===== src/rtl/uart_ctl_pkg.sv =====
// Package: register indices, field positions, resets, timing counts
// Assumes: APB byte address is four times a register index
package uart_ctl_pkg;

	// ************************************************
	// Register indices and byte addresses
	// ************************************************
	localparam logic [15:0] CTL0_IDX     = 16'h0f42; // Enable, multinode
	localparam logic [15:0] CTL1_IDX     = 16'h0f43; // Readback, irq, infrared
	localparam logic [15:0] NODE_IDX     = 16'h0f45; // Node address compare
	localparam logic [15:0] DIV_HI_IDX   = 16'h0f46; // Baud divisor high
	localparam logic [15:0] DIV_LO_IDX   = 16'h0f47; // Baud divisor low
	localparam logic [15:0] STATUS_IDX   = 16'h0f48; // Sticky events
	localparam logic [15:0] MASK_IDX     = 16'h0f49; // Interrupt mask
	localparam int          ADDR_SCALE   = 4;        // Bytes per word

	// ************************************************
	// Field positions
	// ************************************************
	localparam int RX_ENABLE_BIT    = 0; // Control 0
	localparam int MULTINODE_LSB    = 1; // Control 0, two bits
	localparam int READBACK_BIT     = 2; // Control 1
	localparam int DATA_SUPPRESS_BIT = 1; // Control 1
	localparam int INFRARED_BIT     = 0; // Control 1
	localparam int EV_DATA          = 0; // Status: byte received
	localparam int EV_ERROR         = 1; // Status: receiver error
	localparam int EV_BAUD          = 2; // Status: idle baud count zero
	localparam int EV_COUNT         = 3; // Number of event bits

	// ************************************************
	// Reset values
	// ************************************************
	localparam logic [7:0] NODE_RESET   = 8'h00;
	localparam logic [7:0] DIV_RESET    = 8'hff;
	localparam logic [7:0] CTL_RESET    = 8'h00;

	// ************************************************
	// Infrared timing in baud ticks
	// ************************************************
	localparam logic [3:0] IR_PULSE_TICKS = 4'h3; // Pulse per zero bit
	localparam logic [3:0] IR_HOLD_TICKS  = 4'hf; // Stretch of rx pulse

	// Register selection
	typedef enum logic [2:0] {
		R_NONE, R_CTL0, R_CTL1, R_NODE, R_DIV_HI, R_DIV_LO, R_STATUS, R_MASK
	} reg_e;

endpackage : uart_ctl_pkg


===== src/rtl/uart_rx_control.sv =====
// UART receive control: baud counter, readback, address filter,
// infrared codec, event interrupts, APB register slave.
// Assumes: receiver, transmitter and bus all run on pclk.
//
// Notes on behaviour
// - Rx off, select 0: reload value read
// - Rx off, select 1: count zero interrupts
// - Rx off, select 1: live count read
// - Rx on: select picks count or reload
// - Suppress 0: data and errors interrupt
// - Suppress 1: errors interrupt, data does not
// - Infrared off: serial data passes plainly
// - Infrared on: serial data through codec
// - Eight-bit node address, reset zero
// - Multinode bit one compares address bytes
// - Multinode bit one: data flagged only after address match
// - High and low bytes form divisor
//
// The implementer's own choice: register access over APB.
`timescale 1ns/1ns
`default_nettype none

module uart_rx_control
(
	input  wire logic        pclk,          // System clock, 100 MHz
	input  wire logic        presetn,       // Async reset, active low
	input  wire logic        psel,          // APB select
	input  wire logic        penable,       // APB access phase
	input  wire logic        pwrite,        // APB direction
	input  wire logic [15:0] paddr,         // APB byte address
	input  wire logic [31:0] pwdata,        // APB write data
	output logic      [31:0] prdata,        // APB read data
	output logic             pready,        // APB ready
	output logic             pslverr,       // APB error, unmapped
	input  wire logic        rx_byte_valid, // Receiver byte strobe
	input  wire logic [7:0]  rx_byte,       // Received byte
	input  wire logic        rx_is_address, // Byte is an address
	input  wire logic        rx_error,      // Receiver error strobe
	input  wire logic        rx_data_taken, // Data consumed strobe
	input  wire logic        tx_serial,     // Transmitter bit stream
	input  wire logic        rxd_pin,       // Serial/infrared pin
	output logic             txd_pin,       // Serial/infrared drive
	output logic             rx_serial,     // Decoded line to receiver
	output logic             rx_enable,     // Receiver enable bit
	output logic      [1:0]  multinode_mode, // Multinode mode field
	output logic             rx_data_available, // Accepted byte held
	output logic             baud_tick,     // Counter reached zero
	output logic             irq            // Level interrupt
);

	// ************************************************
	// State
	// ************************************************
	typedef struct packed {
		logic [7:0]  node_address_compare; // Node address
		logic [7:0]  baud_divisor_high;    // Divisor high byte
		logic [7:0]  baud_divisor_low;     // Divisor low byte
		logic [15:0] baud_divider_counter; // Live count
		logic        rx_enable;            // Receiver enable
		logic [1:0]  multinode_mode;       // Multinode field
		logic        baud_readback_select; // Count or reload readback
		logic        rx_data_irq_suppress; // Drop data interrupts
		logic        infrared_codec_enable; // Codec path select
		logic [uart_ctl_pkg::EV_COUNT-1:0] status; // Sticky events
		logic [uart_ctl_pkg::EV_COUNT-1:0] mask;   // Event mask
		logic        irq;                  // Interrupt out
		logic        rx_data_available;    // Data available
		logic        addr_matched;         // Last address matched
		logic        tick;                 // Baud tick out
		logic [31:0] prdata;               // Read data
		logic        pready;               // Ready
		logic        pslverr;              // Error
		logic [1:0]  rx_sync;              // Pin synchroniser
		logic        tx_prev;              // Last tx bit
		logic [3:0]  tx_phase;             // Ticks into tx bit
		logic        txd;                  // Pin drive
		logic [3:0]  ir_hold;              // Rx pulse stretch
		logic        rxd;                  // Line to receiver
	} state_s;

	state_s st;      // Registered state
	state_s next_st; // Next state

	// Map a byte address onto a register
	function automatic uart_ctl_pkg::reg_e reg_sel(input logic [15:0] a);
		logic [15:0] idx;
		idx = a / 16'(uart_ctl_pkg::ADDR_SCALE);
		if (a[1:0] != 2'h0)
			reg_sel = uart_ctl_pkg::R_NONE;
		else if (idx == uart_ctl_pkg::CTL0_IDX)
			reg_sel = uart_ctl_pkg::R_CTL0;
		else if (idx == uart_ctl_pkg::CTL1_IDX)
			reg_sel = uart_ctl_pkg::R_CTL1;
		else if (idx == uart_ctl_pkg::NODE_IDX)
			reg_sel = uart_ctl_pkg::R_NODE;
		else if (idx == uart_ctl_pkg::DIV_HI_IDX)
			reg_sel = uart_ctl_pkg::R_DIV_HI;
		else if (idx == uart_ctl_pkg::DIV_LO_IDX)
			reg_sel = uart_ctl_pkg::R_DIV_LO;
		else if (idx == uart_ctl_pkg::STATUS_IDX)
			reg_sel = uart_ctl_pkg::R_STATUS;
		else if (idx == uart_ctl_pkg::MASK_IDX)
			reg_sel = uart_ctl_pkg::R_MASK;
		else
			reg_sel = uart_ctl_pkg::R_NONE;
	endfunction : reg_sel

	// Bus decode and events
	logic                              wr_go;     // Write completes
	logic                              accept;    // Byte passes filter
	logic                              baud_evt;  // Idle count zero
	logic [uart_ctl_pkg::EV_COUNT-1:0] ev_set;    // Event set bits
	logic [15:0]                       divisor;   // Reload value
	logic [15:0]                       readback;  // Readback source
	logic                              raw_rx;    // Synchronised pin

	// ************************************************
	// Next-state logic
	// ************************************************
	always_comb
	begin
		next_st  = st;
		divisor  = {st.baud_divisor_high, st.baud_divisor_low};
		wr_go    = psel & penable & st.pready & pwrite;
		raw_rx   = st.rx_sync[1];
		accept   = 1'b0;
		baud_evt = 1'b0;
		ev_set   = '0;

		// Pin synchroniser, first stage read by second only
		next_st.rx_sync = {st.rx_sync[0], rxd_pin};

		// Baud counter counts down and reloads at zero
		next_st.tick = (st.baud_divider_counter == 16'h0000);
		if (st.baud_divider_counter == 16'h0000)
			next_st.baud_divider_counter = divisor;
		else
			next_st.baud_divider_counter = st.baud_divider_counter - 16'h0001;

		// Idle receiver with readback select 1 raises interrupts on count zero
		baud_evt = next_st.tick & ~st.rx_enable
			& st.baud_readback_select;

		// Address filter and data acceptance
		if (rx_byte_valid)
		begin
			if (st.multinode_mode[1] && rx_is_address)
			begin
				// Compare each address byte with node address
				accept = (rx_byte == st.node_address_compare);
				next_st.addr_matched = accept;
			end
			else
				accept = ~st.multinode_mode[1] | st.addr_matched;
		end

		// Event bits, data ones only when not suppressed
		ev_set[uart_ctl_pkg::EV_DATA]  = accept
			& ~st.rx_data_irq_suppress;
		ev_set[uart_ctl_pkg::EV_ERROR] = rx_error;
		ev_set[uart_ctl_pkg::EV_BAUD]  = baud_evt;

		// Data available, set wins over clear
		if (rx_data_taken)
			next_st.rx_data_available = 1'b0;
		if (accept)
			next_st.rx_data_available = 1'b1;

		// Register writes take effect at the ready edge
		if (wr_go)
		begin
			case (reg_sel(paddr))
				uart_ctl_pkg::R_CTL0:
				begin
					next_st.rx_enable = pwdata[uart_ctl_pkg::RX_ENABLE_BIT];
					next_st.multinode_mode =
						pwdata[uart_ctl_pkg::MULTINODE_LSB +: 2];
				end
				uart_ctl_pkg::R_CTL1:
				begin
					next_st.baud_readback_select =
						pwdata[uart_ctl_pkg::READBACK_BIT];
					next_st.rx_data_irq_suppress =
						pwdata[uart_ctl_pkg::DATA_SUPPRESS_BIT];
					next_st.infrared_codec_enable =
						pwdata[uart_ctl_pkg::INFRARED_BIT];
				end
				uart_ctl_pkg::R_NODE:
					next_st.node_address_compare = pwdata[7:0];
				uart_ctl_pkg::R_DIV_HI:
					next_st.baud_divisor_high = pwdata[7:0];
				uart_ctl_pkg::R_DIV_LO:
					next_st.baud_divisor_low = pwdata[7:0];
				uart_ctl_pkg::R_STATUS:
					next_st.status = st.status
						& ~pwdata[uart_ctl_pkg::EV_COUNT-1:0];
				uart_ctl_pkg::R_MASK:
					next_st.mask = pwdata[uart_ctl_pkg::EV_COUNT-1:0];
				default:
					next_st.pslverr = st.pslverr;
			endcase
		end
		// Events set after the clear, so set wins
		next_st.status = next_st.status | ev_set;
		next_st.irq    = |(next_st.status & next_st.mask);

		// Readback picks live count or reload value
		if (st.baud_readback_select)
			readback = st.baud_divider_counter;
		else
			readback = divisor;

		// Setup phase captures read data, access phase answers
		next_st.pready = psel & ~penable;
		if (psel && !penable)
		begin
			next_st.pslverr = (reg_sel(paddr) == uart_ctl_pkg::R_NONE);
			case (reg_sel(paddr))
				uart_ctl_pkg::R_CTL0:
					next_st.prdata = {29'h0, st.multinode_mode,
						st.rx_enable};
				uart_ctl_pkg::R_CTL1:
					next_st.prdata = {29'h0, st.baud_readback_select,
						st.rx_data_irq_suppress, st.infrared_codec_enable};
				uart_ctl_pkg::R_NODE:
					next_st.prdata = {24'h0, st.node_address_compare};
				uart_ctl_pkg::R_DIV_HI:
					next_st.prdata = {24'h0, readback[15:8]};
				uart_ctl_pkg::R_DIV_LO:
					next_st.prdata = {24'h0, readback[7:0]};
				uart_ctl_pkg::R_STATUS:
					next_st.prdata = {29'h0, st.status};
				uart_ctl_pkg::R_MASK:
					next_st.prdata = {29'h0, st.mask};
				default:
					next_st.prdata = 32'h0;
			endcase
		end

		// Transmit: bit phase restarts on each tx edge
		next_st.tx_prev = tx_serial;
		if (tx_serial != st.tx_prev)
			next_st.tx_phase = 4'h0;
		else if (next_st.tick && st.tx_phase != 4'hf)
			next_st.tx_phase = st.tx_phase + 4'h1;
		if (st.infrared_codec_enable)
			next_st.txd = ~tx_serial
				& (next_st.tx_phase < uart_ctl_pkg::IR_PULSE_TICKS);
		else
			next_st.txd = tx_serial;

		// Receive: pulse stretched to a low bit when codec on
		if (raw_rx)
			next_st.ir_hold = uart_ctl_pkg::IR_HOLD_TICKS;
		else if (next_st.tick && st.ir_hold != 4'h0)
			next_st.ir_hold = st.ir_hold - 4'h1;
		if (st.infrared_codec_enable)
			next_st.rxd = ~(raw_rx | (st.ir_hold != 4'h0));
		else
			next_st.rxd = raw_rx;
	end

	// ************************************************
	// State register
	// ************************************************
	always_ff @(posedge pclk or negedge presetn)
	begin
		if (!presetn)
		begin
			st <= '0;
			st.node_address_compare <= uart_ctl_pkg::NODE_RESET;
			st.baud_divisor_high    <= uart_ctl_pkg::DIV_RESET;
			st.baud_divisor_low     <= uart_ctl_pkg::DIV_RESET;
			st.baud_divider_counter <= {uart_ctl_pkg::DIV_RESET,
				uart_ctl_pkg::DIV_RESET};
			st.rx_sync              <= 2'h3;
			st.tx_prev              <= 1'b1;
			st.txd                  <= 1'b1;
			st.rxd                  <= 1'b1;
		end
		else
			st <= next_st;
	end

	// Outputs straight from state
	assign prdata            = st.prdata;
	assign pready            = st.pready;
	assign pslverr           = st.pslverr;
	assign txd_pin           = st.txd;
	assign rx_serial         = st.rxd;
	assign rx_enable         = st.rx_enable;
	assign multinode_mode    = st.multinode_mode;
	assign rx_data_available = st.rx_data_available;
	assign baud_tick         = st.tick;
	assign irq               = st.irq;
endmodule : uart_rx_control

`default_nettype wire


===== config.mk =====
export PLATFORM = sky130hd
export DESIGN_NAME = uart_rx_control
export DESIGN_NICKNAME = d
export VERILOG_FILES = /design/src/rtl/uart_ctl_pkg.sv /design/src/rtl/uart_rx_control.sv
export SDC_FILE = /design/constraint.sdc
export NUM_CORES = 1
export LEC_CHECK = 0
export BUFFER_PORTS_ARGS = -buffer_cell sky130_fd_sc_hd__buf_2
export CAP_MARGIN = 20
export CELL_PAD_IN_SITES_DETAIL_PLACEMENT = 1
export CELL_PAD_IN_SITES_GLOBAL_PLACEMENT = 1
export CORE_UTILIZATION = 46
export CTS_BUF_LIST = sky130_fd_sc_hd__clkbuf_8
export CTS_CLUSTER_SIZE = 8
export DETAILED_ROUTE_END_ITERATION = 10
export GPL_TIMING_DRIVEN = 0
export PLACE_DENSITY = 0.87
export SKIP_LAST_GASP = 1
export SYNTH_ARGS = -nofsm -noshare
export SYNTH_HDL_FRONTEND = slang
export SYNTH_SLANG_ARGS = --single-unit

===== constraint.sdc =====
create_clock -name pclk -period 5.5 [get_ports pclk]
set_input_delay 1.375 -clock pclk [delete_from_list [all_inputs] [get_ports pclk]]
set_output_delay 1.375 -clock pclk [all_outputs]
set_load 0.005 [all_outputs]

==> results.md <==
* Yosys reg bits at 79
* Violation count after the first detailed-routing iteration at 153
* Count of warnings emitted by yosys at 0
* Static Leakage at 2.41 nW
* Total power consumption of the routed design at 1.43 mW
* Number of nets still failing antenna checks after routing at 0
* Flip-flop cell with the highest count after synthesis: dfrtp_1
* Area delta synth->final at 16.8%
* Max incr delay on CP at between 0.4 and 0.5 ns
* Count of nets after finishing at 577
* Routed via count divided by cell count at about 5.5
* Tightest Pin Transition at 0.742 ns
* Number of buffers inserted by port buffering at 60
* Final setup violating endpoints at 0
* Post-detail-place hpwl at 8.81 mm
* Type of the worst min-delay path: reg -> reg
* Maximum number of pins on one net before global-route repair at just over 60
* Detailed-route DRC error count at 0
* Critical setup path kind: in -> reg
* Worst reg2reg startpoint: st[63]
* Power density over cell area at roughly 270 nW/um2
* Launch point of the worst path: paddr[1]
* Clock tree root buffer cell: clkbuf_8
* Clock Tree Buf Depth at 2
* Total number of placement rows at 35
* Setup repair after global routing missed its margin: false
* Outcome: finished clean
* Element type at the critical path start: input port
* Clock slew at the register clock pins of the worst setup and hold paths at about 0.08 ns
* Final clock skew at 0.0144 ns
* R2r setup slk at 3.10 ns
* Mapped cell area at 4470 um2
* Simple-gate share of the synthesized area at 18.4%
* Crit-path leading delay family: simple AND/OR/NAND/NOR gates
* Post-synthesis adder-cell area fraction at 0.841%
* Xor and xnor area share after synthesis at 4.12%
* Total Wirelength at 11.7 mm
* Number of logic stages on the critical path including buffering at 6
* Height of the die at 101 um
* Compound-gate portion of the synthesized area at around 8.5%
* Initial standard-cell utilization of the core at between 40 and 50%
* Capture point of the critical path: st[57]
* Count of maximum capacitance violations at 0
* Met3 track demand over resource at 5.34%
* Endpoints failing hold at 0
* Share of synthesized area occupied by flip-flops and latches at 45.3%
* Htree depth at 3
* Number of buffers created by CTS at 9
* Required time of the critical path at 5.75 ns
* Final clock period utilization by the worst path at 56.5%
* Peak fanout along the critical path at 6
* Cells after synthesis at approximately 400
* Final Critical Period at 3.11 ns
* Share of layout cells above drive strength 1 at 41.6%
* Reg2reg end: txd_pin
* Multiplexer share of the synthesized area at 13.3%
* M1 GR Usage at 29.8%
* Die area at 10100 um2
* GPL Wtd Cong at 0.865
* Slew Limit Headroom at between 40% and 50%
* Hold buffer count at CTS at 0
* Post-CTS repair timing setup buffer count at 0
* Final TNS setup at 0 ns
* # clock sinks at 79
* Total iterations of the first detailed-routing run at 4
* Type of destination of the critical path: flip-flop
* Skew-Pair Late Insertion Delay at 0.37 ns
* Core area at ~9300 um2
* Post-route cell area at 5210 um2
* Clock tree from TritonCTS: yes
* Cts repair resizes at 0
* Worst Reg2Reg Path Length in Cells at 7
* Largest family of logic cells by synthesized area: simple AND/OR/NAND/NOR gates
* WL/cell at 18.2 um
* Highest attainable clock frequency at 0.322 GHz
* Leftover overflow at the end of global routing at 0
* Grt met2 use at 43.5%
* Width of the die at roughly 100 um
* Slowest library cell on the worst path: nor3b_1
* Critical-path cell list: buf_2, nor4bb_1, nand3_2, nor3_1, nor3b_1, mux2_2
* GRT Resource Usage Total at 24.9%
* Async set or reset register ratio after synthesis at 100%
* First-pass GRT wire length at 19.0 mm
* Leading cell type in the layout, fill and taps excluded: buf_2
* Unique masters post-synth at 67
* Maximum vdd ir drop at 0.134 mV
* Count of flip-flops with a built-in enable after synthesis at 0
* Arrival time worst endpoint at approximately 3.4 ns
* Fill cell instance count of the final layout at 1065
* Antenna violations before repair at 0
* Count of final max-slew check failures at 0
* Number of primary I/O pins at 109
* Instance area at placement at ~5000 um2
* Total buffers and inverters traversed by the critical path at 1
* Commonest cells after routing, fill and taps aside: buf_2 (61), mux2_2 (44), dfrtp_1 (42)
* Highest-utilization routing layer at the global route stage: met2
* Number of global-route vias before repair at 3657
* Mean area per synthesized cell at 10.9 um2
* # diodes at 0
* DR vias at 3498
## cell families after synthesis
logic type	Yosys count
AO/OA/AOI/OAI	53
XOR/XNOR	21
adder cells (fa/ha/maj)	3
buffers and inverters	62
flip-flops	79
multiplexers	54
other	1
AND/OR/NAND/NOR	138
## worst min-delay path by stage
stage | startpoint | endpoint | slack, ns | depth (start not counted)
5_1_grt | next_st[12] | raw_rx | 0.35 | 0
4_1_cts | next_st[12] | raw_rx | 0.34 | 0
3_3_place_gp | next_st[12] | raw_rx | 0.35 | 0
2_1_floorplan | next_st[12] | raw_rx | 0.35 | 0
3_5_place_dp | next_st[12] | raw_rx | 0.35 | 0
6_report | next_st[12] | raw_rx | 0.34 | 0
## worst register-to-register path: stages, from the launching register on
cell	delay, ns
dfstp_2	0.40
inv_1	0.06
ha_1	0.18
nor3b_2	0.41
nand4_2	0.37
nor4b_1	0.45
nor3_1	0.12
o41ai_2	0.32
## flip-flops by register name (all words and copies together) (netlist names), 2 cells and up
register	cells
multinode_mode	2
prdata	8
divisor	16
st	43
## synth_stat cells, types with 3 or more instances
master	instances	area share (%)
mux2i_1	10	2.2
mux2_2	44	11
nand3_1	9	1.0
nor3_1	12	1.3
clkbuf_8	5	1.5
o21ai_0	9	1.0
or4_1	3	0.50
nor2_1	30	2.5
a21oi_1	7	0.78
nor4_1	11	1.5
or3_1	3	0.42
xor2_1	6	1.2
buf_4	34	5.7
nor3b_1	3	0.50
a222oi_1	5	1.1
dfstp_2	37	22
nand2_1	29	2.4
xnor2_1	15	2.9
dfrtp_1	42	24
nand2b_1	3	0.42
nand3b_1	3	0.50
o21a_1	4	0.67
nand4_1	5	0.70
inv_1	18	1.5
ha_1	3	0.84
o21ai_1	7	0.78
## power breakdown
| part | switching, mW | internal [mW] | total (mW) |
|---|---|---|---|
| sequential | 0.0867 | 0.686 | 0.772 |
| clock | 0.227 | 0.161 | 0.388 |
| combinational | 0.146 | 0.125 | 0.271 |
## per-layer routing
metal	share of wire, %	vias to the layer above
met5	0	-
met4	2.6	0
met3	5.5	26
met2	52	118
met1	40	1734
li1	-	1620
## area by class of cell
cell class                      instances  area (um2)  share of cell area, %
Buffer                                 44         357                   6.84
Inverter                               18        67.6                   1.30
Multi-Input combinational cell        293        2100                   40.4
Clock inverter                          7        41.3                  0.792
Sequential cell                        79        2020                   38.8
Timing Repair Buffer                   62         335                   6.43
Clock buffer                            9         124                   2.38
Tap cell                              129         161                   3.10
## metrics by stage
| step | setup slack (ns) | hold slack, ns | utilization [%] | std cells |
|---|---|---|---|---|
| floorplan | 2.43 | 0.345 | - | 434 |
| global placement | 2.00 | 0.351 | 53.7 | 623 |
| detailed placement | 1.89 | 0.347 | 54.1 | 624 |
| CTS | 2.27 | 0.345 | 55.8 | 640 |
| global route | 2.26 | 0.347 | 55.9 | 641 |
| finish | 2.39 | 0.344 | 55.9 | 641 |
No activity file was read; power rests on OpenSTA's default activity.
